**config.mk**
```make
export PLATFORM = sky130hd
export DESIGN_NAME = bce_exec
export DESIGN_NICKNAME = d
export VERILOG_FILES = /design/src/bce_pkg.sv /design/src/bce_exec.sv /design/src/bce_cond_eval.sv /design/src/bce_inc_alu.sv
export SDC_FILE = /design/constraint.sdc
export NUM_CORES = 2
export LEC_CHECK = 0
export BUFFER_PORTS_ARGS = -buffer_cell sky130_fd_sc_hd__buf_2
export CAP_MARGIN = 10
export CORE_MARGIN = 8
export CORE_UTILIZATION = 30
export CTS_BUF_LIST = sky130_fd_sc_hd__clkbuf_4 sky130_fd_sc_hd__clkbuf_8
export CTS_CLUSTER_DIAMETER = 200
export DETAILED_ROUTE_END_ITERATION = 6
export PLACE_DENSITY = 0.56
export SYNTH_ARGS = -nofsm -noshare
export SYNTH_HDL_FRONTEND = slang
export SYNTH_SLANG_ARGS = --single-unit
```
**constraint.sdc**
```tcl
create_clock -name clk -period 6 [get_ports clk]
set_clock_uncertainty 0.2 [all_clocks]
set_input_delay 0.9 -clock clk [delete_from_list [all_inputs] [get_ports clk]]
set_output_delay 0.9 -clock clk [all_outputs]
set_load 0.005 [all_outputs]
```
**src/bce_pkg.sv**
```systemverilog
// Package: constants for the branch/condition execution block
package bce_pkg;
    localparam int DATA_W = 32;
    localparam int WORD_BITS = 16;
    localparam logic [3:0] JMP_TOP = 4'hc;
    localparam int COND_MSB = 11;
    localparam int COND_LSB = 8;
    localparam int ABS_BIT = 7;
    localparam logic [3:0] CC_UC = 4'h0;
    localparam logic [3:0] CC_P = 4'h1;
    localparam logic [3:0] CC_LS = 4'h2;
    localparam logic [3:0] CC_HI = 4'h3;
    localparam logic [3:0] CC_LT = 4'h4;
    localparam logic [3:0] CC_GE = 4'h5;
    localparam logic [3:0] CC_LE = 4'h6;
    localparam logic [3:0] CC_GT = 4'h7;
    localparam logic [3:0] CC_C = 4'h8;
    localparam logic [3:0] CC_NC = 4'h9;
    localparam logic [3:0] CC_Z = 4'ha;
    localparam logic [3:0] CC_NZ = 4'hb;
    localparam logic [3:0] CC_V = 4'hc;
    localparam logic [3:0] CC_NV = 4'hd;
    localparam logic [3:0] CC_N = 4'he;
    localparam logic [3:0] CC_NN = 4'hf;
    // Opcode values, top fields only; low four bits select the register
    localparam logic [10:0] OP_RDST_HI = 11'h001;
    localparam logic [10:0] OP_INC_HI = 11'h081;
    // Machine-state counts: first figure cached, second adds this penalty
    localparam logic [3:0] MS_PENALTY = 4'h3;
    localparam logic [3:0] MS_SIMPLE = 4'h1;
    localparam logic [3:0] MS_ABS_T = 4'h3;
    localparam logic [3:0] MS_ABS_N = 4'h4;
    localparam logic [3:0] MS_REL_T = 4'h2;
    localparam logic [3:0] MS_REL_N = 4'h1;
    // Status word bit positions of the four flags
    localparam int ST_N = 31;
    localparam int ST_C = 30;
    localparam int ST_Z = 29;
    localparam int ST_V = 28;
    localparam logic [31:0] ST_RESET = 32'h0000_0010;
    localparam logic [31:0] PC_RESET = 32'h0000_0000;
    localparam logic [4:0] WB_PC = 5'h00;
    localparam logic [4:0] WB_ST = 5'h01;
    localparam logic [4:0] WB_REG0 = 5'h10;
    typedef enum logic [1:0] {BCE_IDLE, BCE_EXT1, BCE_EXT2, BCE_WAIT} bce_state_t;
endpackage

```
**src/bce_exec.sv**
```systemverilog
// Execution unit: status read, increment and conditional jumps
//
// Our own choices: the placing of the registers and the Wishbone register port.
module bce_exec #(
    parameter int NREGS = 16
) (
    input wire logic clk,
    input wire logic reset,
    input wire logic wb_cyc_i,
    input wire logic wb_stb_i,
    input wire logic wb_we_i,
    input wire logic [7:0] wb_adr_i,
    input wire logic [3:0] wb_sel_i,
    input wire logic [bce_pkg::DATA_W-1:0] wb_dat_i,
    output logic [bce_pkg::DATA_W-1:0] wb_dat_o,
    output logic wb_ack_o,
    output logic busy,
    output logic [3:0] last_states
);
    import bce_pkg::*;

    // Instruction word register: written word at offset 0x08 issues it
    localparam logic [7:0] A_PC = 8'h00;
    localparam logic [7:0] A_ST = 8'h04;
    localparam logic [7:0] A_INSTR = 8'h08;
    localparam logic [7:0] A_CTRL = 8'h0c;
    localparam logic [7:0] A_REG0 = 8'h40;

    logic [DATA_W-1:0] pc_r;
    logic [DATA_W-1:0] st_r;
    logic [DATA_W-1:0] regs_r [NREGS];
    logic miss_r;
    logic ack_r;
    logic busy_r;
    logic [3:0] states_r;
    logic [15:0] op_r;
    logic [15:0] lo_r;
    bce_state_t state_r;

    logic req;
    logic wr;
    logic rd_reg;
    logic [3:0] ridx;
    logic [3:0] code;
    logic taken;
    logic [DATA_W-1:0] inc_sum;
    logic inc_n;
    logic inc_c;
    logic inc_z;
    logic inc_v;
    logic [15:0] w;
    logic is_jmp;
    logic is_abs;
    logic [DATA_W-1:0] pc_next;
    logic [3:0] pen;
    logic issue_w;

    assign req = wb_cyc_i && wb_stb_i && !ack_r;
    assign wr = req && wb_we_i && (wb_sel_i == 4'hf);
    assign rd_reg = wb_adr_i >= A_REG0 && wb_adr_i < A_REG0 + 8'(NREGS * 4);
    assign w = wb_dat_i[15:0];
    assign code = busy_r ? op_r[COND_MSB:COND_LSB] : w[COND_MSB:COND_LSB];
    assign is_jmp = w[15:12] == JMP_TOP;
    assign is_abs = is_jmp && w[ABS_BIT:0] == 8'h80;
    assign ridx = w[3:0];
    assign pc_next = pc_r + 32'(WORD_BITS);
    assign pen = miss_r ? MS_PENALTY : 4'h0;
    assign issue_w = wr && wb_adr_i == A_INSTR;
    assign busy = busy_r;
    assign last_states = states_r;

    // Flags read live from the status register, never a delayed copy
    bce_cond_eval u_cond (
        .code(code),
        .n(st_r[ST_N]),
        .c(st_r[ST_C]),
        .z(st_r[ST_Z]),
        .v(st_r[ST_V]),
        .taken(taken)
    );

    bce_inc_alu #(.W(DATA_W)) u_inc (
        .a(regs_r[ridx]),
        .sum(inc_sum),
        .n(inc_n),
        .c(inc_c),
        .z(inc_z),
        .v(inc_v)
    );

    // Bus answer: one ack per request, registered one cycle after the strobe
    always_ff @(posedge clk) begin
        if (reset) begin
            ack_r <= 1'b0;
        end else begin
            ack_r <= req;
        end
    end
    assign wb_ack_o = ack_r;

    always_ff @(posedge clk) begin
        if (reset) begin
            wb_dat_o <= 32'h0000_0000;
        end else if (req && !wb_we_i) begin
            if (wb_adr_i == A_PC) begin
                wb_dat_o <= pc_r;
            end else if (wb_adr_i == A_ST) begin
                wb_dat_o <= st_r;
            end else if (wb_adr_i == A_CTRL) begin
                wb_dat_o <= {25'h0, miss_r, 1'b0, busy_r, states_r};
            end else if (rd_reg) begin
                wb_dat_o <= regs_r[wb_adr_i[5:2]];
            end else begin
                wb_dat_o <= 32'h0000_0000;
            end
        end
    end

    always_ff @(posedge clk) begin
        if (reset) begin
            miss_r <= 1'b0;
        end else if (wr && wb_adr_i == A_CTRL) begin
            // Miss bit stands in for an uncached fetch: three extra states
            miss_r <= wb_dat_i[6];
        end
    end

    // Sequencer for instruction words and extension words
    always_ff @(posedge clk) begin
        if (reset) begin
            state_r <= BCE_IDLE;
            busy_r <= 1'b0;
            op_r <= 16'h0000;
            lo_r <= 16'h0000;
            states_r <= 4'h0;
            pc_r <= PC_RESET;
            st_r <= ST_RESET;
        end else begin
            if (wr && wb_adr_i == A_PC) begin
                pc_r <= {wb_dat_i[31:4], 4'h0};
            end
            if (wr && wb_adr_i == A_ST) begin
                st_r <= wb_dat_i;
            end
            if (wr && wb_adr_i == A_INSTR) begin
                case (state_r)
                    BCE_IDLE: begin
                        if (w[15:5] == OP_RDST_HI) begin
                            pc_r <= pc_next;
                            states_r <= MS_SIMPLE + pen;
                        end else if (w[15:5] == OP_INC_HI) begin
                            pc_r <= pc_next;
                            st_r[ST_N] <= inc_n;
                            st_r[ST_C] <= inc_c;
                            st_r[ST_Z] <= inc_z;
                            st_r[ST_V] <= inc_v;
                            states_r <= MS_SIMPLE + pen;
                        end else if (is_abs || (is_jmp && w[7:0] == 8'h00)) begin
                            // Opcode kept; flags not touched by any jump
                            op_r <= w;
                            busy_r <= 1'b1;
                            pc_r <= pc_next;
                            state_r <= BCE_EXT1;
                        end else if (is_jmp) begin
                            if (taken) begin
                                // Offset scaled by 16 bits per word
                                pc_r <= pc_next + {{20{w[7]}}, w[7:0], 4'h0};
                                states_r <= MS_REL_T + pen;
                            end else begin
                                pc_r <= pc_next;
                                states_r <= MS_REL_N + pen;
                            end
                        end else begin
                            pc_r <= pc_next;
                        end
                    end
                    BCE_EXT1: begin
                        if (op_r[ABS_BIT]) begin
                            lo_r <= w;
                            pc_r <= pc_next;
                            state_r <= BCE_EXT2;
                        end else begin
                            busy_r <= 1'b0;
                            state_r <= BCE_IDLE;
                            if (taken) begin
                                pc_r <= pc_next + {{12{w[15]}}, w, 4'h0};
                                states_r <= MS_REL_T + pen;
                            end else begin
                                pc_r <= pc_next;
                                states_r <= MS_REL_N + pen;
                            end
                        end
                    end
                    BCE_EXT2: begin
                        busy_r <= 1'b0;
                        state_r <= BCE_IDLE;
                        if (taken) begin
                            pc_r <= {w, lo_r[15:4], 4'h0};
                            states_r <= MS_ABS_T + pen;
                        end else begin
                            pc_r <= pc_next;
                            states_r <= MS_ABS_N + pen;
                        end
                    end
                    default: begin
                        busy_r <= 1'b0;
                        state_r <= BCE_IDLE;
                    end
                endcase
            end
        end
    end

    // General registers: bus writes and instruction results
    always_ff @(posedge clk) begin
        if (reset) begin
            for (int i = 0; i < NREGS; i++) begin
                regs_r[i] <= 32'h0000_0000;
            end
        end else if (wr && rd_reg) begin
            regs_r[wb_adr_i[5:2]] <= wb_dat_i;
        end else if (wr && wb_adr_i == A_INSTR && state_r == BCE_IDLE) begin
            if (w[15:5] == OP_RDST_HI) begin
                regs_r[ridx] <= st_r;
            end else if (w[15:5] == OP_INC_HI) begin
                regs_r[ridx] <= inc_sum;
            end
        end
    end

    // Checks other than a_pc_aligned and a_abs_seq look at the word issued in that cycle; all but a_uc_taken also check the state it lands in
    a_pc_aligned: assert property (@(posedge clk) disable iff (reset)
        pc_r[3:0] == 4'h0) else $error("pc not word aligned");
    a_jump_flags: assert property (@(posedge clk) disable iff (reset)
        (wr && wb_adr_i == A_INSTR && (is_jmp || busy_r)) |=> $stable(st_r[31:28]))
        else $error("jump changed flags");
    a_uc_taken: assert property (@(posedge clk) disable iff (reset)
        (wr && wb_adr_i == A_INSTR && !busy_r && is_jmp && w[11:8] == CC_UC
         && w[7:0] != 8'h00 && !is_abs) |-> taken) else $error("uc not taken");
    a_rel_count: assert property (@(posedge clk) disable iff (reset)
        (wr && wb_adr_i == A_INSTR && !busy_r && is_jmp && !is_abs && w[7:0] != 8'h00
         && taken && !miss_r) |=> states_r == MS_REL_T) else $error("rel count");
    a_rel_target: assert property (@(posedge clk) disable iff (reset)
        (wr && wb_adr_i == A_INSTR && !busy_r && is_jmp && !is_abs && w[7:0] != 8'h00
         && taken) |=> pc_r == $past(pc_next) + {{20{$past(w[7])}}, $past(w[7:0]), 4'h0})
        else $error("rel target");
    a_rel_fall: assert property (@(posedge clk) disable iff (reset)
        (issue_w && !busy_r && is_jmp && !is_abs && w[7:0] != 8'h00 && !taken)
        |=> pc_r == $past(pc_next)) else $error("rel not taken target");
    a_inc_zero: assert property (@(posedge clk) disable iff (reset)
        (wr && wb_adr_i == A_INSTR && !busy_r && w[15:5] == OP_INC_HI
         && regs_r[ridx] == 32'hffff_ffff) |=> st_r[ST_Z] && st_r[ST_C])
        else $error("inc flags");
    a_inc_sum: assert property (@(posedge clk) disable iff (reset)
        (issue_w && state_r == BCE_IDLE && w[15:5] == OP_INC_HI)
        |=> regs_r[$past(ridx)] == $past(regs_r[ridx]) + 32'h1) else $error("inc sum");
    a_inc_count: assert property (@(posedge clk) disable iff (reset)
        (wr && wb_adr_i == A_INSTR && !busy_r && w[15:5] == OP_INC_HI)
        |=> states_r == MS_SIMPLE + $past(pen)) else $error("inc count");
    a_rdst_flags: assert property (@(posedge clk) disable iff (reset)
        (wr && wb_adr_i == A_INSTR && !busy_r && w[15:5] == OP_RDST_HI)
        |=> $stable(st_r)) else $error("status read changed status");
    a_abs_seq: assert property (@(posedge clk) disable iff (reset)
        (state_r == BCE_EXT2) |-> busy_r && op_r[ABS_BIT]) else $error("abs sequence");
    a_abs_target: assert property (@(posedge clk) disable iff (reset)
        (issue_w && state_r == BCE_EXT2 && taken)
        |=> pc_r == {$past(w), $past(lo_r[15:4]), 4'h0}) else $error("abs target");
    a_abs_fall: assert property (@(posedge clk) disable iff (reset)
        (issue_w && state_r == BCE_EXT2 && !taken)
        |=> pc_r == $past(pc_next)) else $error("abs not taken target");
    a_abs_count: assert property (@(posedge clk) disable iff (reset)
        (issue_w && state_r == BCE_EXT2 && !miss_r)
        |=> states_r == ($past(taken) ? MS_ABS_T : MS_ABS_N)) else $error("abs count");
    a_long_target: assert property (@(posedge clk) disable iff (reset)
        (issue_w && state_r == BCE_EXT1 && !op_r[ABS_BIT] && taken)
        |=> pc_r == $past(pc_next) + {{12{$past(w[15])}}, $past(w), 4'h0})
        else $error("long relative target");
    c_abs_taken: cover property (@(posedge clk) disable iff (reset)
        state_r == BCE_EXT2 && wr && wb_adr_i == A_INSTR && taken);
    c_rel_long: cover property (@(posedge clk) disable iff (reset)
        state_r == BCE_EXT1 && !op_r[ABS_BIT] && wr && wb_adr_i == A_INSTR);
    c_inc_ovf: cover property (@(posedge clk) disable iff (reset)
        wr && wb_adr_i == A_INSTR && w[15:5] == OP_INC_HI && inc_v);
    c_rel_fall: cover property (@(posedge clk) disable iff (reset)
        issue_w && !busy_r && is_jmp && !is_abs && w[7:0] != 8'h00 && !taken);
    c_abs_miss: cover property (@(posedge clk) disable iff (reset)
        issue_w && state_r == BCE_EXT2 && miss_r);
endmodule // bce_exec

```
**src/bce_cond_eval.sv**
```systemverilog
// Condition code evaluator for the conditional jumps
module bce_cond_eval (
    input wire logic [3:0] code,
    input wire logic n,
    input wire logic c,
    input wire logic z,
    input wire logic v,
    output logic taken
);
    import bce_pkg::*;
    always_comb begin
        case (code)
            CC_UC: taken = 1'b1;
            CC_P: taken = !n && !z;
            CC_LS: taken = c || z;
            CC_HI: taken = !c && !z;
            CC_LT: taken = n ^ v;
            CC_GE: taken = !(n ^ v);
            CC_LE: taken = (n ^ v) || z;
            CC_GT: taken = !(n ^ v) && !z;
            CC_C: taken = c;
            CC_NC: taken = !c;
            CC_Z: taken = z;
            CC_NZ: taken = !z;
            CC_V: taken = v;
            CC_NV: taken = !v;
            CC_N: taken = n;
            CC_NN: taken = !n;
            default: taken = 1'b0;
        endcase
    end
endmodule // bce_cond_eval

```
**src/bce_inc_alu.sv**
```systemverilog
// Increment adder with flag generation
module bce_inc_alu #(
    parameter int W = 32
) (
    input wire logic [W-1:0] a,
    output logic [W-1:0] sum,
    output logic n,
    output logic c,
    output logic z,
    output logic v
);
    logic [W:0] full;
    assign full = {1'b0, a} + {{W{1'b0}}, 1'b1};
    assign sum = full[W-1:0];
    assign n = full[W-1];
    assign c = full[W];
    assign z = (full[W-1:0] == '0);
    // Adding +1 overflows only when a positive operand turns negative
    assign v = !a[W-1] && full[W-1];
endmodule // bce_inc_alu

```
==> out/qor.json <==
{
  "pwr": {
    "power.static_leakage_nw": 14.7,
    "power_frac_comb": 0.121,
    "design_power_total_mw": 10.3,
    "p_int_mw": 7.58,
    "powerDensity_nw_per_um2": 249,
    "max_ir_drop_vdd_mv": 0.137,
    "p_seq_frac": 0.481,
    "switching_share": 0.265,
    "p_switching_mw": 2.73,
    "power.share.clock": 0.398
  },
  "drt": {
    "dr_total_vias": 27678,
    "drtIter0Drc": 3301,
    "drtAntennaViolNets": 0,
    "drc_errors": 0,
    "first_pass_iters": 6,
    "avgViaCountPerCell": 5.70,
    "drt_wl_total_mm": 132,
    "wire_per_inst_um": 27.2
  },
  "synthesis": {
    "netlist-cell-type-count": 107,
    "area_share_of_fa_ha_maj_cells_after_synthesis": 0.0212,
    "synth-simple-area-share": 0.141,
    "synth_area_leader_cell": "sky130_fd_sc_hd__edfxtp_1",
    "cell_area_after_synthesis_sq_um": 36900,
    "synth.top_cell.area_share": 0.417,
    "synth-edff-count": 512,
    "seq_area_frac_synth": 0.482,
    "yosys_register_bits": 633,
    "ys_dominant_reg_cell": "sky130_fd_sc_hd__edfxtp_1",
    "synthTopCellsByArea": "sky130_fd_sc_hd__edfxtp_1, sky130_fd_sc_hd__mux4_2, sky130_fd_sc_hd__dfxtp_1",
    "ys_async_sr_fraction": 0,
    "postSynthCellCount": 3068,
    "mappedNetlistNets": 3179,
    "yosys_warnings": 0,
    "average_size_of_a_mapped_cell_sq_um": 12.0,
    "synth_compound_area_frac": 0.0856,
    "parity_gate_share_of_the_synthesized_area_counting_xor_and_xnor_cells": 0.0225,
    "synth_mux_area_frac": 0.207,
    "dominant_combinational_cell_family_by_area_after_synthesis": "multiplexers"
  },
  "timing": {
    "timing_worst_slew_pin_value_ps": 1180,
    "final_clock_period_utilization_by_the_worst_path": 0.828,
    "grt_setup_unrepaired": "no",
    "setup_viol": 0,
    "timing.slew.headroom": 0.207,
    "hold_viol_final": 0,
    "post-route-min-period_ps": 4970,
    "slew_viol_final": 0,
    "timing.final.ws_setup_ps": 1030,
    "setup-tns-final_ps": 0,
    "max_freq_mhz": 201
  },
  "global_routing": {
    "antenna_found_initial": 2,
    "grt_use_total": 0.187,
    "maximum_number_of_pins_on_one_net_before_global_route_repair": 74,
    "grt_pass1_vias": 27034,
    "grt_overflow": 0,
    "grt_pass1_wl_mm": 190
  },
  "critical_path": {
    "r2r_start": "pc_r[6]",
    "start_kind": "register",
    "setup.reg_to_reg.worst_slack_ps": 1030,
    "worst-endpoint-arrival_ps": 5370,
    "end_kind": "register",
    "crit_required_ps": 6400,
    "critical_path_class": "reg -> reg",
    "crit_fanout": 7,
    "crit_path_start": "pc_r[6]"
  },
  "floorplan": {
    "core.rowCount": 128,
    "fp.dieW_um": 367,
    "ioPinCount": 87,
    "die_footprint_sq_um": 134000,
    "start_util": 0.303,
    "core_region_area_sq_um": 122000,
    "chipHeight_um": 367
  },
  "clock_tree": {
    "post_cts.repair.setup_buffers": 0,
    "clk-insertion-delay-late_ps": 740,
    "clock_tree_from_tritoncts": "built",
    "clockBufferDepth": 3,
    "cts.sink_count": 633,
    "cts_buf_count": 109,
    "postCtsHoldBufs": 0,
    "cts-resized-gates": 0,
    "cts-root-buf": "sky130_fd_sc_hd__clkbuf_8",
    "ctsHtreeMaxLevel": 3,
    "clkTransAtPathRegs_ps": 60
  },
  "layout": {
    "area.growth.synth_to_final_pct": 12.4,
    "post_route_cells_drive_above_1_share": 0.250,
    "finish.instance_area_sq_um": 41500,
    "finalCoreUtilization": 0.340,
    "nets": 3248
  },
  "outcome": {
    "outcome": "complete, no violations"
  },
  "min_path": {
    "hold_class": "reg -> reg",
    "min_from": "pc_r[0]"
  },
  "placed_design": {
    "placement.io_buffers": 85,
    "sum_of_net_half_perimeters_after_detailed_placement_mm": 86.0,
    "preCtsSetupSlack_ps": 450,
    "finalWeightedCongestion": 0.867,
    "placed_area_sq_um": 39200
  },
  "job": {
    "max_cap_viol_count": 0
  }
}
power groups by stage:
stage / clock network, mW / registers, mW / logic, mW
after floorplan: 0 / 5.01 / 0.800
after global placement: 0 / 5.04 / 1.22
after detailed placement: 0 / 5.05 / 1.22
after CTS: 4.15 / 4.96 / 1.23
after global routing: 4.33 / 4.97 / 1.29
final: 4.10 / 4.96 / 1.24
metal layers:
metal,global-route usage,vias to the layer above,routed length (um)
li1,-,11766,-
met1,0.244,14112,52100
met2,0.310,1515,62900
met3,0.0402,283,12400
met4,0.0627,2,4530
met5,0,-,13
critical path, cell delays in order, from the launching register on:
cell                       delay [ps]
sky130_fd_sc_hd__dfxtp_1          520
sky130_fd_sc_hd__and4_1           360
sky130_fd_sc_hd__nand3_1          230
sky130_fd_sc_hd__nor2_1           380
sky130_fd_sc_hd__nand3_1          140
sky130_fd_sc_hd__xnor2_1          210
sky130_fd_sc_hd__ha_1             440
sky130_fd_sc_hd__nand4_1          180
sky130_fd_sc_hd__a2111o_1         490
sky130_fd_sc_hd__nand2_1          110
sky130_fd_sc_hd__o41ai_1          110
sky130_fd_sc_hd__o41ai_1          530
sky130_fd_sc_hd__xor2_1           280
sky130_fd_sc_hd__mux2_2           360
sky130_fd_sc_hd__a21oi_1          170
sky130_fd_sc_hd__a221oi_1         110
through the flow:
step           hold slack (ps)  instances
2_1_floorplan              208       3068
3_3_place_gp               218       4650
3_5_place_dp               222       4650
4_1_cts                    212       4853
5_1_grt                    243       4855
6_report                   230       4855
flip-flops by register name, indices dropped and copies added (netlist names):
signal and count:
last_states 3, miss_r 1, busy 1, wb_dat_o 32, wb_ack_o 1, state_r 2
op_r 5, pc_r 32, st_r 32, regs_r 512, lo_r 12
cells in the mapped netlist, drive strengths merged (8+ instances only):
| cell type | number |
|---|---|
| mux2 | 11 |
| a22oi | 8 |
| buf | 110 |
| o21ai | 43 |
| o21a | 9 |
| a21oi | 146 |
| nor2b | 11 |
| inv | 36 |
| nand3 | 62 |
| a21o | 24 |
| xnor2 | 63 |
| and2 | 9 |
| a211oi | 56 |
| mux2i | 63 |
| mux4 | 300 |
| nor4 | 17 |
| o211ai | 9 |
| clkbuf | 145 |
| a221oi | 54 |
| nand3b | 10 |
| and3 | 19 |
| nand4 | 18 |
| dfxtp | 121 |
| o31a | 9 |
| edfxtp | 512 |
| o22ai | 25 |
| nand2b | 32 |
| nor2 | 666 |
| a221o | 9 |
| a31oi | 8 |
| nand2 | 241 |
| nor3 | 35 |
| ha | 61 |
| xor2 | 31 |
layout by cell type (no fill, tap or decap), drive strengths merged, types with 18 or more instances in the layout:
master and n:
a211oi 56, a21o 24, a21oi 146, a221oi 54, and3 19, buf 213, clkbuf 150, clkinv 46
dfxtp 121, edfxtp 512, ha 61, inv 38, mux2i 63, mux4 300, nand2 241, nand2b 32
nand3 62, nand4 18, nor2 666, nor3 35, o21ai 43, o22ai 25, xnor2 63, xor2 31
final timing paths:
| path | end | depth (start not counted) |
|---|---|---|
| setup / recovery | pc_r[31] | 15 |
| hold / removal | pc_r[0] | 2 |
| setup reg to reg | pc_r[31] | 15 |
| hold reg to reg | pc_r[0] | 2 |
area by class of cell:
class,count,area (sq um)
Clock inverter,53,379
Inverter,37,140
Clock buffer,150,1850
Antenna cell,1,2.50
Multi-Input combinational cell,2143,17700
Timing Repair Buffer,213,1530
Tap cell,1625,2030
Fill cell,12030,80400
Sequential cell,633,17800
cell families after synthesis:
group | Yosys count
buffers and inverters | 292
muxes | 374
and+or+nand+nor | 1156
AOI/OAI and AO/OA | 456
xor gates and xnor gates | 94
other | 1
DFF | 633
adders and majority gates | 62
Power figures use the tool's default switching activity.
